**config.mk**
```make
export PLATFORM = sky130hd
export DESIGN_NAME = tpsu_shadow_bank
export DESIGN_NICKNAME = d
export VERILOG_FILES = /design/src/rtl/tpsu_pkg.sv /design/src/rtl/tpsu_shadow_bank.sv
export SDC_FILE = /design/constraint.sdc
export NUM_CORES = 2
export LEC_CHECK = 0
export BUFFER_PORTS_ARGS = -buffer_cell sky130_fd_sc_hd__buf_2
export CAP_MARGIN = 25
export CORE_MARGIN = 5
export CORE_UTILIZATION = 42
export CTS_BUF_LIST = sky130_fd_sc_hd__clkbuf_2
export DETAILED_ROUTE_END_ITERATION = 12
export GPL_ROUTABILITY_DRIVEN = 0
export HOLD_SLACK_MARGIN = 0.08
export PLACE_DENSITY = 0.55
export SLEW_MARGIN = 20
export SYNTH_ARGS = -nofsm -noshare
export SYNTH_HDL_FRONTEND = slang
export SYNTH_SLANG_ARGS = --single-unit
```
**constraint.sdc**
```tcl
create_clock -name I_MCLK -period 2.85 [get_ports I_MCLK]
set_input_delay 0.57 -clock I_MCLK [delete_from_list [all_inputs] [get_ports I_MCLK]]
set_output_delay 0.57 -clock I_MCLK [all_outputs]
set_load 0.01 [all_outputs]
```
**src/rtl/tpsu_pkg.sv**
```systemverilog
// constants for the timed parameter shadow/working register bank
package tpsu_pkg;
	// register indices on the serial interface
	localparam logic [6:0] IDX_STATUS     = 7'h02;
	localparam logic [6:0] IDX_PRIMARY    = 7'h10;
	localparam logic [6:0] IDX_SECONDARY  = 7'h11;
	localparam logic [6:0] IDX_FRAME_GRAB = 7'h14;
	localparam logic [6:0] IDX_ORIENT     = 7'h16;
	localparam logic [6:0] IDX_OUT_BUS    = 7'h17;
	localparam logic [6:0] IDX_OPTION     = 7'h18;
	localparam logic [6:0] IDX_FINE0      = 7'h20;
	localparam logic [6:0] IDX_FINE1      = 7'h21;
	localparam logic [6:0] IDX_COARSE0    = 7'h22;
	localparam logic [6:0] IDX_COARSE1    = 7'h23;
	localparam logic [6:0] IDX_GAIN       = 7'h24;
	localparam logic [6:0] IDX_CLKDIV     = 7'h25;
	localparam logic [6:0] IDX_BLACK_SET  = 7'h2b;
	localparam logic [6:0] IDX_PIXOFS0    = 7'h2c;
	localparam logic [6:0] IDX_PIXOFS1    = 7'h2d;
	localparam logic [6:0] IDX_DARK_SET   = 7'h2e;
	localparam logic [6:0] IDX_LINE0      = 7'h52;
	localparam logic [6:0] IDX_LINE1      = 7'h53;
	localparam logic [6:0] IDX_HSTART0    = 7'h57;
	localparam logic [6:0] IDX_HSTART1    = 7'h58;
	localparam logic [6:0] IDX_VSTART0    = 7'h59;
	localparam logic [6:0] IDX_VSTART1    = 7'h5a;
	localparam logic [6:0] IDX_FIELD0     = 7'h61;
	localparam logic [6:0] IDX_FIELD1     = 7'h62;
	localparam int         REG_COUNT      = 128;
	localparam logic [7:0] REG_RESET      = 8'h00;

	// field positions
	localparam int MODE_LSB      = 4;
	localparam int MODE_MSB      = 5;
	localparam int SUBSAMPLE_BIT = 6;
	localparam int HSHUFFLE_BIT  = 0;
	localparam int ORIENT_SHUF   = 0;
	localparam int ORIENT_MIRROR = 1;
	localparam int OPT_IGAIN_INV = 1;
	localparam int OPT_IMM_GAIN  = 2;
	localparam int OPT_IMM_CLK   = 3;

	// video modes in primary_setup
	localparam logic [1:0] MODE_PAL  = 2'h0;
	localparam logic [1:0] MODE_NTSC = 2'h1;
	localparam logic [1:0] MODE_CIF  = 2'h2;
	localparam logic [1:0] MODE_QCIF = 2'h3;

	// clock divisor upper nibble per mode
	localparam logic [3:0] DIV_CIF  = 4'h1;
	localparam logic [3:0] DIV_QCIF = 4'h3;
	localparam logic [3:0] DIV_TV   = 4'h0;

	localparam logic [1:0] CGAIN_PAD = 2'h3;

	// pending flag positions in timed_status_flags
	localparam int P_FINE   = 0;
	localparam int P_COARSE = 1;
	localparam int P_CLK    = 2;
	localparam int P_GAIN   = 3;
	localparam int P_PAN    = 4;
	localparam int P_TILT   = 5;
	localparam int P_VIDEO  = 6;
	localparam int P_COUNT  = 7;

	typedef enum logic [2:0] {
		CAT_FINE, CAT_COARSE, CAT_CLK, CAT_GAIN,
		CAT_PAN, CAT_TILT, CAT_VIDEO, CAT_NONE
	} tpsu_cat_e;
endpackage

```
**src/rtl/tpsu_shadow_bank.sv**
```systemverilog
// shadow and working register bank with timed category updates
`timescale 1ns/1ps
module tpsu_shadow_bank (
	// clock and reset
	input  wire logic        I_MCLK,
	input  wire logic        I_RST_B,
	// serial interface write side
	input  wire logic        I_WR_EN,
	input  wire logic [6:0]  I_WR_INDEX,
	input  wire logic [7:0]  I_WR_DATA,
	input  wire logic        I_MSG_DONE,
	input  wire logic        I_AUTO_INC_BUSY,
	// serial interface read side
	input  wire logic [6:0]  I_RD_INDEX,
	output logic      [7:0]  O_RD_DATA,
	// field timing points
	input  wire logic        I_ODD_FIRST_DARK_SAV,
	input  wire logic        I_ODD_FIRST_VIS_SAV,
	input  wire logic        I_ODD_EOF_SAV,
	input  wire logic        I_ODD_TO_EVEN,
	// working values to the sensor, and the pending flags
	output logic      [15:0] O_FINE_EXPOSURE,
	output logic      [15:0] O_COARSE_EXPOSURE,
	output logic      [7:0]  O_GAIN,
	output logic      [7:0]  O_CLOCK_DIVISOR,
	output logic      [15:0] O_H_START,
	output logic      [15:0] O_V_START,
	output logic      [7:0]  O_PRIMARY_SETUP,
	output logic      [3:0]  O_IGAIN,
	output logic      [5:0]  O_CGAIN,
	output logic      [6:0]  O_PENDING
);
	logic [7:0]                      shadow [0:tpsu_pkg::REG_COUNT-1];
	logic [7:0]                      work   [0:tpsu_pkg::REG_COUNT-1];
	logic [tpsu_pkg::P_COUNT-1:0]    pend;
	logic [tpsu_pkg::P_COUNT-1:0]    set_pend;
	logic [tpsu_pkg::P_COUNT-1:0]    copy;
	logic                            line_pend;
	logic                            wr;
	logic                            mode_flip;
	logic                            imm_gain;
	logic                            imm_clk;

	function automatic tpsu_pkg::tpsu_cat_e cat_of(input logic [6:0] idx);
		unique case (idx)
			tpsu_pkg::IDX_FINE0, tpsu_pkg::IDX_FINE1:
				cat_of = tpsu_pkg::CAT_FINE;
			tpsu_pkg::IDX_COARSE0, tpsu_pkg::IDX_COARSE1:
				cat_of = tpsu_pkg::CAT_COARSE;
			tpsu_pkg::IDX_GAIN:
				cat_of = tpsu_pkg::CAT_GAIN;
			tpsu_pkg::IDX_CLKDIV:
				cat_of = tpsu_pkg::CAT_CLK;
			tpsu_pkg::IDX_HSTART0, tpsu_pkg::IDX_HSTART1:
				cat_of = tpsu_pkg::CAT_PAN;
			tpsu_pkg::IDX_VSTART0, tpsu_pkg::IDX_VSTART1:
				cat_of = tpsu_pkg::CAT_TILT;
			tpsu_pkg::IDX_PRIMARY, tpsu_pkg::IDX_SECONDARY,
			tpsu_pkg::IDX_FRAME_GRAB, tpsu_pkg::IDX_ORIENT,
			tpsu_pkg::IDX_OUT_BUS, tpsu_pkg::IDX_OPTION,
			tpsu_pkg::IDX_BLACK_SET, tpsu_pkg::IDX_PIXOFS0,
			tpsu_pkg::IDX_PIXOFS1, tpsu_pkg::IDX_DARK_SET,
			tpsu_pkg::IDX_LINE0, tpsu_pkg::IDX_LINE1,
			tpsu_pkg::IDX_FIELD0, tpsu_pkg::IDX_FIELD1:
				cat_of = tpsu_pkg::CAT_VIDEO;
			default:
				cat_of = tpsu_pkg::CAT_NONE;
		endcase
	endfunction

	function automatic logic [3:0] div_nibble(input logic [1:0] mode);
		unique case (mode)
			tpsu_pkg::MODE_CIF:  div_nibble = tpsu_pkg::DIV_CIF;
			tpsu_pkg::MODE_QCIF: div_nibble = tpsu_pkg::DIV_QCIF;
			default:             div_nibble = tpsu_pkg::DIV_TV;
		endcase
	endfunction

	assign wr       = I_WR_EN && (I_WR_INDEX != tpsu_pkg::IDX_STATUS);
	assign imm_gain = shadow[tpsu_pkg::IDX_OPTION][tpsu_pkg::OPT_IMM_GAIN];
	assign imm_clk  = shadow[tpsu_pkg::IDX_OPTION][tpsu_pkg::OPT_IMM_CLK];
	assign mode_flip = I_WR_DATA[tpsu_pkg::SUBSAMPLE_BIT]
		!= shadow[tpsu_pkg::IDX_PRIMARY][tpsu_pkg::SUBSAMPLE_BIT];

	// which categories a write marks as pending
	always_comb begin
		tpsu_pkg::tpsu_cat_e c;
		logic                shuf_flip;
		logic                mirr_flip;
		c         = cat_of(I_WR_INDEX);
		shuf_flip = I_WR_DATA[tpsu_pkg::ORIENT_SHUF]
			!= shadow[tpsu_pkg::IDX_ORIENT][tpsu_pkg::ORIENT_SHUF];
		mirr_flip = I_WR_DATA[tpsu_pkg::ORIENT_MIRROR]
			!= shadow[tpsu_pkg::IDX_ORIENT][tpsu_pkg::ORIENT_MIRROR];
		set_pend  = '0;
		if (wr) begin
			unique case (c)
				tpsu_pkg::CAT_FINE:   set_pend[tpsu_pkg::P_FINE]   = 1'b1;
				tpsu_pkg::CAT_COARSE: set_pend[tpsu_pkg::P_COARSE] = 1'b1;
				tpsu_pkg::CAT_GAIN:   set_pend[tpsu_pkg::P_GAIN]   = 1'b1;
				tpsu_pkg::CAT_CLK:    set_pend[tpsu_pkg::P_CLK]    = 1'b1;
				tpsu_pkg::CAT_PAN:    set_pend[tpsu_pkg::P_PAN]    = 1'b1;
				tpsu_pkg::CAT_TILT:   set_pend[tpsu_pkg::P_TILT]   = 1'b1;
				tpsu_pkg::CAT_VIDEO:  set_pend[tpsu_pkg::P_VIDEO]  = 1'b1;
				tpsu_pkg::CAT_NONE:   set_pend = '0;
			endcase
			if (I_WR_INDEX == tpsu_pkg::IDX_PRIMARY && mode_flip) begin
				set_pend[tpsu_pkg::P_PAN]  = 1'b1;
				set_pend[tpsu_pkg::P_TILT] = 1'b1;
			end
			if (I_WR_INDEX == tpsu_pkg::IDX_SECONDARY
				&& I_WR_DATA[tpsu_pkg::HSHUFFLE_BIT]
				!= shadow[tpsu_pkg::IDX_SECONDARY][tpsu_pkg::HSHUFFLE_BIT])
				set_pend[tpsu_pkg::P_PAN] = 1'b1;
			if (I_WR_INDEX == tpsu_pkg::IDX_ORIENT) begin
				if (mirr_flip)
					set_pend[tpsu_pkg::P_PAN] = 1'b1;
				if (shuf_flip || mirr_flip)
					set_pend[tpsu_pkg::P_TILT] = 1'b1;
			end
		end
	end

	// update points; auto-increment blocks exposure, gain and divisor
	always_comb begin
		logic blk;
		blk = I_AUTO_INC_BUSY;
		copy = '0;
		copy[tpsu_pkg::P_COARSE] = pend[tpsu_pkg::P_COARSE] && !blk
			&& I_ODD_FIRST_DARK_SAV;
		copy[tpsu_pkg::P_TILT] = pend[tpsu_pkg::P_TILT]
			&& I_ODD_FIRST_VIS_SAV;
		// gain waits for the end-of-frame line, later in the same frame than coarse, or takes message end when imm_gain is set
		copy[tpsu_pkg::P_GAIN] = pend[tpsu_pkg::P_GAIN] && !blk
			&& (I_ODD_EOF_SAV || (I_MSG_DONE && imm_gain));
		copy[tpsu_pkg::P_PAN] = pend[tpsu_pkg::P_PAN] && I_ODD_EOF_SAV;
		copy[tpsu_pkg::P_FINE] = pend[tpsu_pkg::P_FINE] && !blk
			&& ((I_ODD_EOF_SAV && !line_pend)
			|| (I_ODD_TO_EVEN && line_pend));
		copy[tpsu_pkg::P_CLK] = pend[tpsu_pkg::P_CLK] && !blk
			&& (I_ODD_TO_EVEN || (I_MSG_DONE && imm_clk));
		copy[tpsu_pkg::P_VIDEO] = pend[tpsu_pkg::P_VIDEO] && I_ODD_TO_EVEN;
	end

	// shadow registers take every serial write but the status index; the divisor keeps its mode nibble
	always_ff @(posedge I_MCLK or negedge I_RST_B) begin
		if (!I_RST_B) begin
			for (int i = 0; i < tpsu_pkg::REG_COUNT; i++)
				shadow[i] <= tpsu_pkg::REG_RESET;
		end else if (wr) begin
			if (I_WR_INDEX == tpsu_pkg::IDX_CLKDIV)
				shadow[I_WR_INDEX] <= {shadow[I_WR_INDEX][7:4],
					I_WR_DATA[3:0]};
			else
				shadow[I_WR_INDEX] <= I_WR_DATA;
			if (I_WR_INDEX == tpsu_pkg::IDX_PRIMARY)
				shadow[tpsu_pkg::IDX_CLKDIV][7:4] <= div_nibble(
					I_WR_DATA[tpsu_pkg::MODE_MSB:tpsu_pkg::MODE_LSB]);
		end
	end

	// working registers load by category; the divisor also rides the
	// video copy so that a mode change brings its new nibble along
	always_ff @(posedge I_MCLK or negedge I_RST_B) begin
		if (!I_RST_B) begin
			for (int i = 0; i < tpsu_pkg::REG_COUNT; i++)
				work[i] <= tpsu_pkg::REG_RESET;
		end else begin
			for (int i = 0; i < tpsu_pkg::REG_COUNT; i++) begin
				tpsu_pkg::tpsu_cat_e c;
				c = cat_of(7'(i));
				if (c != tpsu_pkg::CAT_NONE && copy[int'(c)])
					work[i] <= shadow[i];
				else if (c == tpsu_pkg::CAT_CLK
					&& copy[tpsu_pkg::P_VIDEO] && !I_AUTO_INC_BUSY)
					work[i] <= shadow[i];
			end
		end
	end

	// a write landing with its copy leaves the flag set
	always_ff @(posedge I_MCLK or negedge I_RST_B) begin
		if (!I_RST_B)
			pend <= '0;
		else
			pend <= (pend & ~copy) | set_pend;
	end

	always_ff @(posedge I_MCLK or negedge I_RST_B) begin
		if (!I_RST_B)
			line_pend <= 1'b0;
		else if (wr && (I_WR_INDEX == tpsu_pkg::IDX_LINE0
			|| I_WR_INDEX == tpsu_pkg::IDX_LINE1))
			line_pend <= 1'b1;
		else if (copy[tpsu_pkg::P_VIDEO])
			line_pend <= 1'b0;
	end

	always_ff @(posedge I_MCLK or negedge I_RST_B) begin
		if (!I_RST_B)
			O_RD_DATA <= 8'h00;
		else if (I_RD_INDEX == tpsu_pkg::IDX_STATUS)
			O_RD_DATA <= {1'b0, pend};
		else
			O_RD_DATA <= shadow[I_RD_INDEX];
	end

	// gain split; current-gain limit of 12 is left to the master
	always_ff @(posedge I_MCLK or negedge I_RST_B) begin
		if (!I_RST_B) begin
			O_IGAIN <= 4'h0;
			O_CGAIN <= 6'h00;
		end else begin
			logic [7:0] g;
			logic [1:0] m;
			g = work[tpsu_pkg::IDX_GAIN];
			m = work[tpsu_pkg::IDX_PRIMARY][tpsu_pkg::MODE_MSB:tpsu_pkg::MODE_LSB];
			if (work[tpsu_pkg::IDX_OPTION][tpsu_pkg::OPT_IGAIN_INV])
				O_IGAIN <= ~g[3:0];
			else
				O_IGAIN <= ~{g[0], g[1], g[2], g[3]};
			if (m == tpsu_pkg::MODE_CIF || m == tpsu_pkg::MODE_QCIF)
				O_CGAIN <= {g[7:4], tpsu_pkg::CGAIN_PAD};
			else
				O_CGAIN <= {1'b0, g[7:5], tpsu_pkg::CGAIN_PAD};
		end
	end

	assign O_PENDING         = pend;
	assign O_FINE_EXPOSURE   = {work[tpsu_pkg::IDX_FINE0],
		work[tpsu_pkg::IDX_FINE1]};
	assign O_COARSE_EXPOSURE = {work[tpsu_pkg::IDX_COARSE0],
		work[tpsu_pkg::IDX_COARSE1]};
	assign O_GAIN            = work[tpsu_pkg::IDX_GAIN];
	assign O_CLOCK_DIVISOR   = work[tpsu_pkg::IDX_CLKDIV];
	assign O_H_START         = {work[tpsu_pkg::IDX_HSTART0],
		work[tpsu_pkg::IDX_HSTART1]};
	assign O_V_START         = {work[tpsu_pkg::IDX_VSTART0],
		work[tpsu_pkg::IDX_VSTART1]};
	assign O_PRIMARY_SETUP   = work[tpsu_pkg::IDX_PRIMARY];
endmodule // tpsu_shadow_bank

```
==> metrics <==
result of the run=complete, no violations; CTS Buf Count=317; Worst slew margin=25.6%; count of buffer and inverter cells on the critical path=1; Syn Nets=4185; hold slack final=0.324 ns; pwr dens=574 mW/mm²; overall routing resource usage=24.6%; core region area=0.122 mm²; instance count after placement with tap cells included=5865; area taken by multi-input logic gates=0.0208 mm²; starting density of the core=42.2%; Post-Route Setup TNS=0 ns; clock slew at the register clock pins of the worst setup and hold paths=0.11 ns; post-placement setup slack=-0.343 ns; proportion of synthesized chip area in sequential cells=55.4%; Synth Instances=4154; number of vias in the routed layout=35.4k; detailed placer's ending HPWL=107 mm; fraction of layout cells with a size suffix above 1=39.3%; biggest cell delay along the critical path=0.50 ns; post-route minimum period=2.83 ns; number of primary I/O pins=144; Avg Vias per Cell=5.43; storage element area=0.0285 mm²; wire length per cell after detailed routing=24.3 µm; Synth Flop Type=dfrtp_1; peak fanout along the critical path=2; Final Routed Wirelength=159 mm; share of the core filled with cells in the final layout=49.2%; final instance count without filler cells=6524; drt initial violations=2481; number of enable flip-flop cells after synthesis=0; height of the die=360 µm; Detail Route Antenna Nets=0; Arr. time, crit path=2.26 ns; final-stage net count=4731; max cap viols=0; largest net degree at the start of global routing=128; area added between synthesis and finish=16.5%; H-tree depth reported by CTS=5; cells along the critical path=buf_6; cell area reported after detailed placement=0.0556 mm²; number of distinct library cells after synthesis=60; total overflow reported by the global router=0; Setup crit start kind=flop; Final setup violation count=0; number of buffers between clock root and the deepest sink=4; horizontal die dimension=360 µm; Worst Setup Slack, final=0.0225 ns; number of buffer cells added on primary ports=143; endpoint class of the critical path=output port; Worst Clk Skew=0.124 ns; Synth async-reset ratio=100%; synthesized area per cell=12.4 µm²; crit path max-delay cell type=dfrtp_2; slew at the pin closest to its max-slew limit=1.12 ns; worst IR drop on VDD=0.000282 V; Final Max Slew Viols=0; total number of yosys warnings=0; post-route clock period utilization=99.2%; number of fill cells=11.0k; wire length of the first global-routing pass=242 mm; cell type group with the largest total delay on the critical path=flip-flops; clock latency of the later-clocked register in the worst-skew pair=1.60 ns; setup repair after global routing missed its margin=yes; register bit count reported by yosys=1137; cell at the root of the clock tree=clkbuf_2; Cell Rows=128; post-synthesis instance area=0.0513 mm²; Total Power=34.3 mW; Hold/Removal Path Class=primary input to flop; Total Die Area=0.129 mm²; clock sink count=1137; Leak=29.1 nW; number of global-route vias before repair=36.8k; drt drc=0; initial antenna violation count=11; TritonRoute pass-1 iters=5; upper clock frequency limit=0.354 GHz; critical path type=flop to output port; post-route cell area=0.0598 mm²; final hold viol count=0; Data required, critical path=2.28 ns; CTS tree=done
-- cells in the final DEF (no fill, tap or decap), drive strengths merged, types with 20 or more instances in the layout --
cell type	n
a21oi	25
buf	578
clkbuf	458
clkinv	43
dfrtp	1137
dlygate4sd3	81
mux2	566
mux2i	84
mux4	262
nand2	876
nand2b	20
nor2	82
nor3	21
o21ai	464
o22ai	23
-- synth_stat cells, types with 12 or more instances --
cell      instances  area [µm²]
buf_2            37         185
dfrtp_1        1137       28500
nand3_1          12        60.1
nand2b_1         20         125
clkbuf_1        274        1030
nand2_1         875        3280
and2_1           13        81.3
o21ai_0         464        2320
nor2_1           81         304
mux2_2          566        6370
a21oi_1          25         125
mux4_2          262        5900
mux2i_1          84         841
a22oi_1          14         105
buf_4           106         796
a221oi_1         12         105
nor3_1           13        65.1
nor2b_1          15        93.8
o22ai_1          23         144
-- final timing paths --
check | start | cells past startpoint | slack, ns | end
worst max-delay path | O_PENDING[5] | 1 | 0.02 | O_PENDING[5]
worst min-delay path | I_WR_INDEX[5] | 6 | 0.32 | shadow[101]
worst max register to register | shadow[735] | 6 | 0.09 | O_RD_DATA[7]
worst min register to register | flop | 0 | 0.39 | flop
max in group asynchronous | I_RST_B | 6 | 1.20 | async pin
min in group asynchronous | I_RST_B | 5 | 0.64 | O_COARSE_EXPOSURE[2]
-- routing by layer --
metal / vias up / share of wire, % / GRT usage, %
met5: - / 0.0082 / 0
met4: 2 / 2.4 / 7.37
met3: 211 / 6.2 / 5.66
met2: 1087 / 46 / 38.1
met1: 18327 / 45 / 34.8
li1: 15799 / - / -
-- logic make-up after synthesis --
group,after synthesis,share of synthesized area [%]
AO/OA/AOI/OAI,589,6.28
XOR/XNOR,4,0.0683
buffers and inverters,440,4.20
multiplexers,912,25.6
flip-flops,1137,55.4
other,1,0.00731
AND/OR/NAND/NOR,1071,8.45
-- where the power goes --
group / leakage, nW / total (mW) / switching, mW / internal (mW)
Combinational: 11.5 / 4.65 / 2.35 / 2.30
Clock: 2.08 / 11.4 / 6.73 / 4.67
Sequential: 15.5 / 18.3 / 0.818 / 17.5
-- timing repair --
action,in CTS,in global routing
setup buffers,43,14
hold endpoints to repair,2258,0
endpoints found under the setup margin,106,102
gates resized for setup,38,13
hold buffers,84,0
-- layout make-up --
class | count | share of cell area (%)
Sequential cell | 1137 | 47.6
Multi-Input combinational cell | 2577 | 34.8
Timing Repair Buffer | 660 | 9.74
Clock buffer | 458 | 3.83
Tap cell | 1625 | 3.40
Clock inverter | 53 | 0.571
Inverter | 7 | 0.0440
Antenna cell | 7 | 0.0293
No activity file was read; power rests on OpenSTA's default activity.
